File: config.mk
export PLATFORM = sky130hd
export DESIGN_NAME = gfsm_pin_mux
export DESIGN_NICKNAME = d
export VERILOG_FILES = /design/src/core/gfsm_pulse_stretch.v /design/src/core/gfsm_pin_mux.v
export VERILOG_INCLUDE_DIRS = /design/src /design/src/core
export SDC_FILE = /design/constraint.sdc
export NUM_CORES = 1
export LEC_CHECK = 0
export ABC_AREA = 1
export BUFFER_PORTS_ARGS = -buffer_cell sky130_fd_sc_hd__buf_2
export CORE_ASPECT_RATIO = 1.5
export CORE_MARGIN = 2
export CORE_UTILIZATION = 40
export CTS_BUF_LIST = sky130_fd_sc_hd__clkbuf_16
export CTS_CLUSTER_SIZE = 28
export DETAILED_ROUTE_END_ITERATION = 12
export GPL_ROUTABILITY_DRIVEN = 0
export PLACE_DENSITY = 0.64
export SLEW_MARGIN = 20
export SYNTH_ARGS = -nofsm -noshare
export SYNTH_HDL_FRONTEND = slang
export SYNTH_SLANG_ARGS = --single-unit
File: constraint.sdc
create_clock -name core_clk -period 1.5 [get_ports core_clk]
set_input_delay 0.15 -clock core_clk [delete_from_list [all_inputs] [get_ports core_clk]]
set_output_delay 0.15 -clock core_clk [all_outputs]
set_load 0.05 [all_outputs]
File: src/core/gfsm_defines.vh
// Constants for the pin output function multiplexer: field layout, reset values, function codes.
// Assumes inclusion by bare name from design files under core/.
`ifndef GFSM_DEFINES_VH
`define GFSM_DEFINES_VH

// ----------------------------------------
// Field layout and reset values
// ----------------------------------------
`define GFSM_FN_MSB          6
`define GFSM_FN_LSB          0
`define GFSM_FN_RESET        7'h01
`define GFSM_DIR_RESET       1'b1
`define GFSM_DIR_OUTPUT      1'b0
`define GFSM_PINS            5

// ----------------------------------------
// Function codes
// ----------------------------------------
`define GFSM_FN_NONE         7'h00
`define GFSM_FN_LEVEL        7'h01
`define GFSM_FN_IRQ_ONE      7'h02
`define GFSM_FN_IRQ_TWO      7'h03
`define GFSM_FN_DERIVED_CLK  7'h04
`define GFSM_FN_LOOP1_CLK    7'h05
`define GFSM_FN_LOOP2_CLK    7'h06
`define GFSM_FN_SPDIF        7'h07
`define GFSM_FN_PULSE_WIDTH_CHANNEL_ONE         7'h08
`define GFSM_FN_PULSE_WIDTH_CHANNEL_TWO         7'h09
`define GFSM_FN_SYS_UNDER    7'h0a
`define GFSM_FN_ASYNC_UNDER  7'h0b
`define GFSM_FN_LOOP1_LOCK   7'h0c
`define GFSM_FN_LOOP2_LOCK   7'h0d
`define GFSM_FN_LOOP1_OK     7'h0f
`define GFSM_FN_LOOP2_OK     7'h10
`define GFSM_FN_HP_DETECT    7'h12
`define GFSM_FN_MIC_DETECT   7'h13
`define GFSM_FN_SEQ_DONE     7'h15
`define GFSM_FN_ADDR_ERR     7'h16
`define GFSM_FN_ARC1_LOCK    7'h1a
`define GFSM_FN_ARC2_LOCK    7'h1b
`define GFSM_FN_ARC_CFG_ERR  7'h1c
`define GFSM_FN_DYN_SIGNAL   7'h1d
`define GFSM_FN_DYN_CLIP     7'h1e
`define GFSM_FN_DYN_DECAY    7'h1f
`define GFSM_FN_DYN_GATE     7'h20
`define GFSM_FN_DYN_QUICK    7'h21

// ----------------------------------------
// Timing
// ----------------------------------------
`define GFSM_CLK_PERIOD_PS   5000
`define GFSM_MIC_PULSE_NS    31000
`define GFSM_MIC_PULSE_CYC   ((`GFSM_MIC_PULSE_NS * 1000) / `GFSM_CLK_PERIOD_PS)
`define GFSM_MIC_CNT_W       13
`define GFSM_SEQ_PULSE_CYC   4

`endif

File: src/core/gfsm_pulse_stretch.v
// Fixed-length pulse stretcher: one-cycle event in, pulse of LEN cycles out.
// Assumes the trigger is synchronous to core_clk; retriggering restarts the pulse.
`timescale 1ns/1ps

module gfsm_pulse_stretch #(
	parameter LEN = 4,
	parameter W   = 13
) (
	input  wire core_clk,
	input  wire rst_n,
	input  wire trigger,
	output reg  pulse
);
	reg [W-1:0] count;

	// Count down from LEN-1; a new event restarts so each event gives at least one full pulse
	always @(posedge core_clk or negedge rst_n) begin
		if (!rst_n) begin
			count <= {W{1'b0}};
			pulse <= 1'b0;
		end else if (trigger) begin
			count <= LEN[W-1:0] - {{(W-1){1'b0}}, 1'b1};
			pulse <= 1'b1;
		end else if (count != {W{1'b0}}) begin
			count <= count - {{(W-1){1'b0}}, 1'b1};
			pulse <= 1'b1;
		end else begin
			pulse <= 1'b0;
		end
	end
endmodule // gfsm_pulse_stretch

File: src/core/gfsm_pin_mux.v
// Output function multiplexer for five general-purpose pins.
// Assumes every source arrives from another clock domain and is resynchronised here;
// clock sources are sampled, so they appear at the pin at a rate well below core_clk.
`timescale 1ns/1ps
`include "gfsm_defines.vh"

module gfsm_pin_mux (
	input  wire        core_clk,
	input  wire        rst_n,
	// Per-pin control, five pins packed low pin first
	input  wire [34:0] pin_function_select,
	input  wire [4:0]  pin_direction,
	input  wire [4:0]  pin_level_bit,
	input  wire [4:0]  output_polarity,
	input  wire [4:0]  pin_in,
	// Sources
	input  wire        interrupt_line_one,
	input  wire        interrupt_line_two,
	input  wire        derived_clock_out,
	input  wire        locked_loop_one_clk,
	input  wire        locked_loop_two_clk,
	input  wire        spdif_stream,
	input  wire        pulse_width_channel_one,
	input  wire        pulse_width_channel_two,
	input  wire        system_clock_underclocked,
	input  wire        async_clock_underclocked,
	input  wire        locked_loop_one_lock,
	input  wire        locked_loop_two_lock,
	input  wire        locked_loop_one_ok,
	input  wire        locked_loop_two_ok,
	input  wire        mic_accessory_detect_event,
	input  wire        sequencer_done_event,
	input  wire        control_address_error,
	input  wire        async_rate_converter_one_lock,
	input  wire        async_rate_converter_two_lock,
	input  wire        async_rate_converter_config_error,
	input  wire        dynamics_processor_one_signal,
	input  wire        dynamics_processor_one_clip,
	input  wire        dynamics_processor_one_decay,
	input  wire        dynamics_processor_one_gate,
	input  wire        dynamics_processor_one_quick,
	// Pin side
	output reg  [4:0]  pin_out,
	output reg  [4:0]  pin_oe,
	output reg  [4:0]  pin_level_read
);

	// ----------------------------------------
	// Source synchronisers
	// ----------------------------------------
	localparam NSRC = 25;
	localparam NPIN = `GFSM_PINS;

	wire [NSRC-1:0] src_raw;
	reg  [NSRC-1:0] src_meta;
	reg  [NSRC-1:0] src;
	reg  [NPIN-1:0] pin_meta;
	reg  [NPIN-1:0] pin_sync;

	assign src_raw = {dynamics_processor_one_quick, dynamics_processor_one_gate,
		dynamics_processor_one_decay, dynamics_processor_one_clip,
		dynamics_processor_one_signal, async_rate_converter_config_error,
		async_rate_converter_two_lock, async_rate_converter_one_lock,
		control_address_error, sequencer_done_event, mic_accessory_detect_event,
		locked_loop_two_ok, locked_loop_one_ok, locked_loop_two_lock,
		locked_loop_one_lock, async_clock_underclocked, system_clock_underclocked,
		pulse_width_channel_two, pulse_width_channel_one, spdif_stream,
		locked_loop_two_clk, locked_loop_one_clk, derived_clock_out,
		interrupt_line_two, interrupt_line_one};

	// Two flops on every source and on pin_in; only the second stage is read
	always @(posedge core_clk or negedge rst_n) begin
		if (!rst_n) begin
			src_meta <= {NSRC{1'b0}};
			src      <= {NSRC{1'b0}};
			pin_meta <= {NPIN{1'b0}};
			pin_sync <= {NPIN{1'b0}};
		end else begin
			src_meta <= src_raw;
			src      <= src_meta;
			pin_meta <= pin_in;
			pin_sync <= pin_meta;
		end
	end

	// ----------------------------------------
	// Event pulse shaping
	// ----------------------------------------
	// Edge of the synchronised event levels; a source pulse shorter than one core
	// cycle can be missed, so sources are expected to hold events for that long
	reg  mic_prev;
	reg  seq_prev;
	wire mic_rise;
	wire seq_rise;
	wire mic_pulse;
	wire seq_pulse;

	always @(posedge core_clk or negedge rst_n) begin
		if (!rst_n) begin
			mic_prev <= 1'b0;
			seq_prev <= 1'b0;
		end else begin
			mic_prev <= src[14];
			seq_prev <= src[15];
		end
	end

	assign mic_rise = src[14] & ~mic_prev;
	assign seq_rise = src[15] & ~seq_prev;

	// One 31 us pulse per accessory event
	gfsm_pulse_stretch #(
		.LEN (`GFSM_MIC_PULSE_CYC),
		.W   (`GFSM_MIC_CNT_W)
	) u_mic_pulse (
		.core_clk (core_clk),
		.rst_n    (rst_n),
		.trigger  (mic_rise),
		.pulse    (mic_pulse)
	);

	// Short completion pulse from the sequencer
	gfsm_pulse_stretch #(
		.LEN (`GFSM_SEQ_PULSE_CYC),
		.W   (`GFSM_MIC_CNT_W)
	) u_seq_pulse (
		.core_clk (core_clk),
		.rst_n    (rst_n),
		.trigger  (seq_rise),
		.pulse    (seq_pulse)
	);

	// ----------------------------------------
	// Function decode
	// ----------------------------------------
	// Fifth pin subset: static level, interrupts, loop lock and address error flags, mic and sequencer events, no fast clocks or streams
	function fifth_pin_allows;
		input [6:0] fn;
		begin
			case (fn)
				`GFSM_FN_NONE, `GFSM_FN_LEVEL, `GFSM_FN_IRQ_ONE, `GFSM_FN_IRQ_TWO,
				`GFSM_FN_LOOP1_LOCK, `GFSM_FN_LOOP2_LOCK, `GFSM_FN_MIC_DETECT,
				`GFSM_FN_SEQ_DONE, `GFSM_FN_ADDR_ERR: fifth_pin_allows = 1'b1;
				default: fifth_pin_allows = 1'b0;
			endcase
		end
	endfunction

	// Selected source for a code; unassigned codes give low
	function select_source;
		input [6:0]      fn;
		input            level;
		input [NSRC-1:0] s;
		input            mic_p;
		input            seq_p;
		begin
			case (fn)
				`GFSM_FN_LEVEL:       select_source = level;
				`GFSM_FN_IRQ_ONE:     select_source = s[0];
				`GFSM_FN_IRQ_TWO:     select_source = s[1];
				`GFSM_FN_DERIVED_CLK: select_source = s[2];
				`GFSM_FN_LOOP1_CLK:   select_source = s[3];
				`GFSM_FN_LOOP2_CLK:   select_source = s[4];
				`GFSM_FN_SPDIF:       select_source = s[5];
				`GFSM_FN_PULSE_WIDTH_CHANNEL_ONE:        select_source = s[6];
				`GFSM_FN_PULSE_WIDTH_CHANNEL_TWO:        select_source = s[7];
				`GFSM_FN_SYS_UNDER:   select_source = s[8];
				`GFSM_FN_ASYNC_UNDER: select_source = s[9];
				`GFSM_FN_LOOP1_LOCK:  select_source = s[10];
				`GFSM_FN_LOOP2_LOCK:  select_source = s[11];
				`GFSM_FN_LOOP1_OK:    select_source = s[12];
				`GFSM_FN_LOOP2_OK:    select_source = s[13];
				`GFSM_FN_MIC_DETECT:  select_source = mic_p;
				`GFSM_FN_SEQ_DONE:    select_source = seq_p;
				`GFSM_FN_ADDR_ERR:    select_source = s[16];
				`GFSM_FN_ARC1_LOCK:   select_source = s[17];
				`GFSM_FN_ARC2_LOCK:   select_source = s[18];
				`GFSM_FN_ARC_CFG_ERR: select_source = s[19];
				`GFSM_FN_DYN_SIGNAL:  select_source = s[20];
				`GFSM_FN_DYN_CLIP:    select_source = s[21];
				`GFSM_FN_DYN_DECAY:   select_source = s[22];
				`GFSM_FN_DYN_GATE:    select_source = s[23];
				`GFSM_FN_DYN_QUICK:   select_source = s[24];
				default:              select_source = 1'b0;
			endcase
		end
	endfunction

	// ----------------------------------------
	// Per-pin output stage
	// ----------------------------------------
	// The decode reads src in packing order; event bits 14 and 15 go through the stretchers
	genvar p;
	generate
		for (p = 0; p < NPIN; p = p + 1) begin : g_pin
			wire [6:0] fn;
			wire       allowed;
			wire       raw;
			wire       drive;
			wire       is_out;
			wire       next_out;
			wire       next_oe;

			assign fn      = pin_function_select[p*7 + `GFSM_FN_MSB -: 7];
			assign allowed = (p < NPIN - 1) ? 1'b1 : fifth_pin_allows(fn);
			assign raw     = allowed ? select_source(fn, pin_level_bit[p], src, mic_pulse, seq_pulse) : 1'b0;
			assign is_out  = (pin_direction[p] == `GFSM_DIR_OUTPUT);
			// Code 00h leaves the pin undriven even with direction set to output
			assign drive   = is_out && (fn != `GFSM_FN_NONE);
			assign next_out = drive ? (raw ^ output_polarity[p]) : 1'b0;
			assign next_oe  = drive;

			// Registered pin drive; input pins never drive, so polarity leaves reads alone
			always @(posedge core_clk or negedge rst_n) begin
				if (!rst_n) begin
					pin_out[p]        <= 1'b0;
					pin_oe[p]         <= 1'b0;
					pin_level_read[p] <= 1'b0;
				end else begin
					pin_out[p]        <= next_out;
					pin_oe[p]         <= next_oe;
					pin_level_read[p] <= pin_sync[p];
				end
			end
		end
	endgenerate
endmodule // gfsm_pin_mux

# After elaboration in Yosys (flattened, before gate mapping)
# Memory sizes are Yosys's and may differ from the RTL's.
# Index checks and enable logic that the tools add are counted.
[op_classes]
add_sub_neg = 2
n_eq_ne = 130
n_mux = 20
bitwise = 14
reduce_logical = 15
[ops]
columns = ["op", "n"]
rows = [
  ["$eq A7 B5 Y1 const B", 50],
  ["$eq A7 B4 Y1 const B", 35],
  ["$eq A7 B3 Y1 const B", 20],
  ["$pmux W1 S26", 5],
  ["$eq A7 B2 Y1 const B", 10],
  ["$eq A7 B6 Y1 const B", 10],
  ["$mux W13", 4],
  ["$eq A7 B1 Y1 const B", 5],
  ["$reduce_bool A7 Y1", 5],
  ["$reduce_bool A13 Y1", 2],
  ["$sub A13 B1 Y13 const B", 2],
  ["$mux W1", 11],
  ["$not A1 Y1", 7],
  ["$logic_and A1 B1 Y1", 5],
  ["$xor A1 B1 Y1", 5],
  ["$reduce_bool A2 Y1", 2],
  ["$and A1 B1 Y1", 2],
  ["$logic_not A2 Y1", 1],
]
[totals]
ff_bits = 105
mem_bits_ro = 32
out_inout_bits = 15
wordCells = 207
n_memories = 1
[mem_list]
columns = ["name", "depth", "word_bits", "read_ports", "rd_ports_with_merged_regs", "wr", "line_no", "source"]
rows = [
  ["(name not given)", 32, 1, 1, 0, 0, "gfsm_pin_mux.v:140", "case (fn)"],
]

# Depth between registers and ports, before layout
[depth]
ltp_word = 5
ltp_mapped = 14
ltp_nobuf = 14

# Hierarchy
# A second synthesis with hierarchy kept.
[hier_totals]
cells_unflattened = 794
area_unflattened_um2 = 5841.9
[modules_own_cells]
columns = ["module", "instances", "cells_each", "area_per_inst_um2", "seq_area_each_um2"]
rows = [
  ["gfsm_pin_mux", 1, 553, 4077.7, 1926.8],
  ["gfsm_pulse_stretch (u_mic_pulse)", 1, 123, 888.4, 350.3],
  ["gfsm_pulse_stretch (u_seq_pulse)", 1, 118, 875.8, 350.3],
]

# Worst setup path after synthesis
# No wires, ideal clock.
[synth_timing]
path_kind = "reg-to-reg"
from = "reg u_seq_pulse.count[0]"
to = "reg u_seq_pulse.count[11]"
t_arrival_ps = 1414
required_time_ps = 1383
path_slack_ps = -31
path_stages_with_launch = 12
path_buffers = 0
synth_period_minus_slack_ps = 1531
path_cell_list = "dfrtp_1 -> inv_1 -> ha_1 -> nand2_1 -> nor2_2 -> nand3_2 -> o21ai_1 -> nor2_2 -> nand2_1 -> nand2_1 -> nand2_1 -> nor2_1"
[synth_between]
elab_chain_len = 3
[synth_lines]
columns = ["item", "line_no", "source"]
rows = [
  ["from (decl)", "gfsm_pulse_stretch.v:14", "reg [W-1:0] count;"],
  ["from (signal assigned)", "gfsm_pulse_stretch.v:19", "count <= {W{1'b0}};"],
  ["from (signal assigned)", "gfsm_pulse_stretch.v:22", "count <= LEN[W-1:0] - {{(W-1){1'b0}}, 1'b1};"],
  ["from (signal assigned)", "gfsm_pulse_stretch.v:25", "count <= count - {{(W-1){1'b0}}, 1'b1};"],
  ["$sub A13 B1 Y13", "gfsm_pulse_stretch.v:25", ""],
  ["$mux W13", "gfsm_pulse_stretch.v:24", "end else if (count != {W{1'b0}}) begin"],
  ["$mux W13", "gfsm_pulse_stretch.v:21", "end else if (trigger) begin"],
]
# Several ways; a longest one is shown, not always the timed one. The select of a mux whose other input is x is not followed.
# A chain may end at the register's enable or synchronous reset.

# Worst setup path after layout
[layout_timing]
from = "reg u_seq_pulse.count[0]"
to = "reg u_seq_pulse.count[9]"
# The elaborated chain is that of the path after synthesis.

==> impl_metrics.csv <==
group,metric,value,unit
run_status,status,"complete, but fails checks",
run_status,violations,"negative setup slack",
critical_path,worst-path-max-fanout,4,
clock_network,clk_pin_slew_worst_paths,80,ps
cells_and_area,finalInstanceArea,0.00743,mm^2
worst_hold_path,hp-class,"in -> reg",
cells_and_area,drive_gt1_share,23.3,%
timing,fmax,664,MHz
critical_path,slowest_delay,370,ps
global_route,grt_pass1_vias,5287,
synth,synth_cell_types,27,
routing,wl_per_cell,14.0,um
timing,relSlewSlack,67.4,%
routing,drt-initial-drc-count,285,
critical_path,path_common_cell,"nand2_1",
place,dpl.hpwl,11500,um
cells_and_area,multi_input_area,0.00269,mm^2
timing,tightest_slew,488,ps
timing,finalCritPeriodShare,100,%
cells_and_area,fill_cells,1262,
floorplan,ios,97,
global_route,overflow,0,
routing,avgViaCountPerCell,5.08,
timing,fin_crit,1510,ps
routing,vias,5580,
routing,totalWireLength,15400,um
floorplan,initial_utilization,40.8,%
floorplan,die_y,147,um
floorplan,fp.dieW,99.5,um
timing,slew_viol_final,0,
pwr,peakVddDrop,0.713,mV
routing,drcViolationCount,0,
synth,syn_avg_cell_area,7.43,um^2
floorplan,dieArea,0.0146,mm^2
timing,rsz0062_at_grt,"yes",
critical_path,crit_chain,"inv_2 -> ha_4 -> nand2_2 -> nor2_4 -> nand3_4 -> o21ai_2 -> nor2_2 -> nand2_1 -> nand2_1 -> nand2_1 -> nor2_1",
clock_network,htreeDepth,3,
timing,clock_skew,11.9,ps
critical_path,path_delay_family,"simple AND/OR/NAND/NOR gates",
critical_path,critPathKind,"reg -> reg",
cells_and_area,n_antenna_cell,0,
synth,ys_ff_latch,105,
critical_path,timing.rr.start,"u_seq_pulse.count[0]",
critical_path,endpoint_kind,"flop",
cells_and_area,area_delta_synth_final,35.8,%
clock_network,cts_buffers,9,
synth,netlist_instances,736,
clock_network,clkLatencyLatePin,350,ps
worst_hold_path,holdCritStartpoint,"output_polarity[0]",
routing,drt_first_pass_iters,5,
global_route,grt_pass1_wl,24100,um
timing,setup-violations-final,1,
pwr,power,7780,uW
floorplan,rows,52,
global_route,track_usage,20.8,%
synth,synth_nets,824,
critical_path,start_kind,"flop",
clock_network,cts_tree,"yes",
critical_path,cp-startpoint,"u_seq_pulse.count[0]",
clock_network,clock_path_buffers,2,
timing,hold_viol_final,0,
synth,synth_area,0.00547,mm^2
critical_path,worstPathRequired,1750,ps
timing,finalSetupTns,-5.76,ps
global_route,antenna_found_initial,0,
run,cap_violations,0,
place,portBuffers,96,
critical_path,crit_arrival,1750,ps
clock_network,cts.sinks,105,
cells_and_area,nets,1019,
critical_path,cp.buffers_inverters,1,
cells_and_area,regArea,0.00263,mm^2
clock_network,cts_root_buf,"clkbuf_16",
floorplan,fp.coreArea,0.0134,mm^2
pwr,p_leak,0.00386,uW
routing,antenna_left,0,
timing,setup_ws,-5.76,ps
synth,synth-seq-area-share,48.0,%
global_route,grt_max_degree,44,
synth,yosysWarnings,0,
critical_path,slowest_stage,"dfrtp_1",
pwr,cellPowerDensity,1050,mW/mm^2
place,place_area,0.00655,mm^2
-- registers in the layout, indices dropped and copies added (netlist names) --
name               cells
u_mic_pulse.pulse      1
pin_level_read         5
src                   25
mic_prev               1
u_mic_pulse.count     13
u_seq_pulse.pulse      1
pin_meta               5
src_meta              25
seq_prev               1
pin_oe                 5
pin_out                5
u_seq_pulse.count     13
pin_sync               5
-- tightest hold or removal path, stage by stage --
cell and delay [ps]:
buf_2 90, nand2_1 50, nand2_1 50, nor2_1 30
-- worst paths after layout --
path | to | slack [ps] | cells past startpoint
setup reg to reg | u_seq_pulse.count[9] | -6 | 11
setup / recovery | u_seq_pulse.count[9] | -6 | 11
min in group asynchronous | pin_meta[3] | 250 | 2
hold reg to reg | src[24] | 350 | 0
hold / removal | pin_out[0] | 50 | 4
max in group asynchronous | src[20] | 710 | 3
-- cell usage after synthesis --
library cell    n  area share [%]
xor2_1          3            0.48
nor2_1        152              10
nand2_2         2            0.23
nand2_1       166              11
dfrtp_1       105              48
o21ai_0        16             1.5
nand3_1       137              13
o21ai_1         2            0.18
nor3_2          1            0.18
nor2_2         11             1.3
ha_1            6             1.4
a211o_1         1            0.16
nand3_2         1            0.18
nor4_1          3            0.34
a211oi_1        2            0.27
buf_4           4            0.55
a31oi_1         1            0.11
a21oi_1        18             1.6
nand4_2         1            0.23
nand4_1        12             1.4
nor3_1          8            0.73
a21boi_1        1            0.14
inv_1          76             5.2
or2_0           1            0.11
clkinv_1        1           0.069
nor3b_1         1            0.14
nor3_4          4             1.2
-- cells in the final DEF, fill, tap and decap left out, types with 4 or more instances in the layout --
cell,n
nand2_1,160
nor2_1,146
nand3_1,135
dfrtp_1,105
buf_2,95
inv_1,70
buf_4,51
dlygate4sd3_1,36
a21oi_1,17
nor2_2,13
nand4_1,12
clkbuf_16,9
o21ai_1,8
inv_2,7
nor3_1,7
o21ai_0,7
nand2_2,6
buf_12,5
nor3_4,4
nor2_4,4
ha_1,4
-- cells by family after synthesis --
kind of cell / synth area share (%)
compound gates: 3.98
xor+xnor: 0.480
fa+ha+maj: 1.37
buf+inv: 5.83
flops: 48.0
simple gates: 40.3
-- through the flow --
stage                     cells  worst slack [ps]  hold WS, ps  util (%)
after floorplan             736             0.866         -146         -
after global placement     1037             -1.10         90.6      48.8
after detailed placement   1037             -23.4         92.1      48.8
after CTS                  1091             -17.1         36.6      54.0
after global routing       1098              -143         53.7      55.4
final                      1098             -5.76         45.4      55.4
-- per-layer routing --
metal | track usage, % | vias to the layer above | wire length (um)
met5 | 0 | - | 0
met4 | 13.3 | 0 | 969
met3 | 3.38 | 73 | 788
met2 | 37.7 | 178 | 8100
met1 | 21.9 | 2552 | 5570
li1 | - | 2777 | -
-- layout make-up --
| class | instances | share of cell area [%] |
|---|---|---|
| Multi-Input combinational cell | 550 | 36.2 |
| Sequential cell | 105 | 35.4 |
| Timing Repair Buffer | 188 | 17.9 |
| Inverter | 77 | 3.89 |
| Clock buffer | 9 | 3.03 |
| Tap cell | 162 | 2.73 |
| Clock inverter | 7 | 0.876 |
-- report_power, final --
group | switching, uW | leakage [uW] | total, uW | internal [uW]
Sequential | 258 | 0.00124 | 3400 | 3140
Clock | 1090 | 0.000143 | 2250 | 1160
Combinational | 1230 | 0.00248 | 2130 | 900
-- what timing repair did --
item / CTS / global route
gates resized for setup: 13 / 40
hold endpoints to repair: 60 / 0
hold buffers: 36 / 0
pin swaps: 10 / 22
endpoints found under the setup margin: 13 / 25
setup buffers: 2 / 7
No activity file was read; power rests on OpenSTA's default activity.
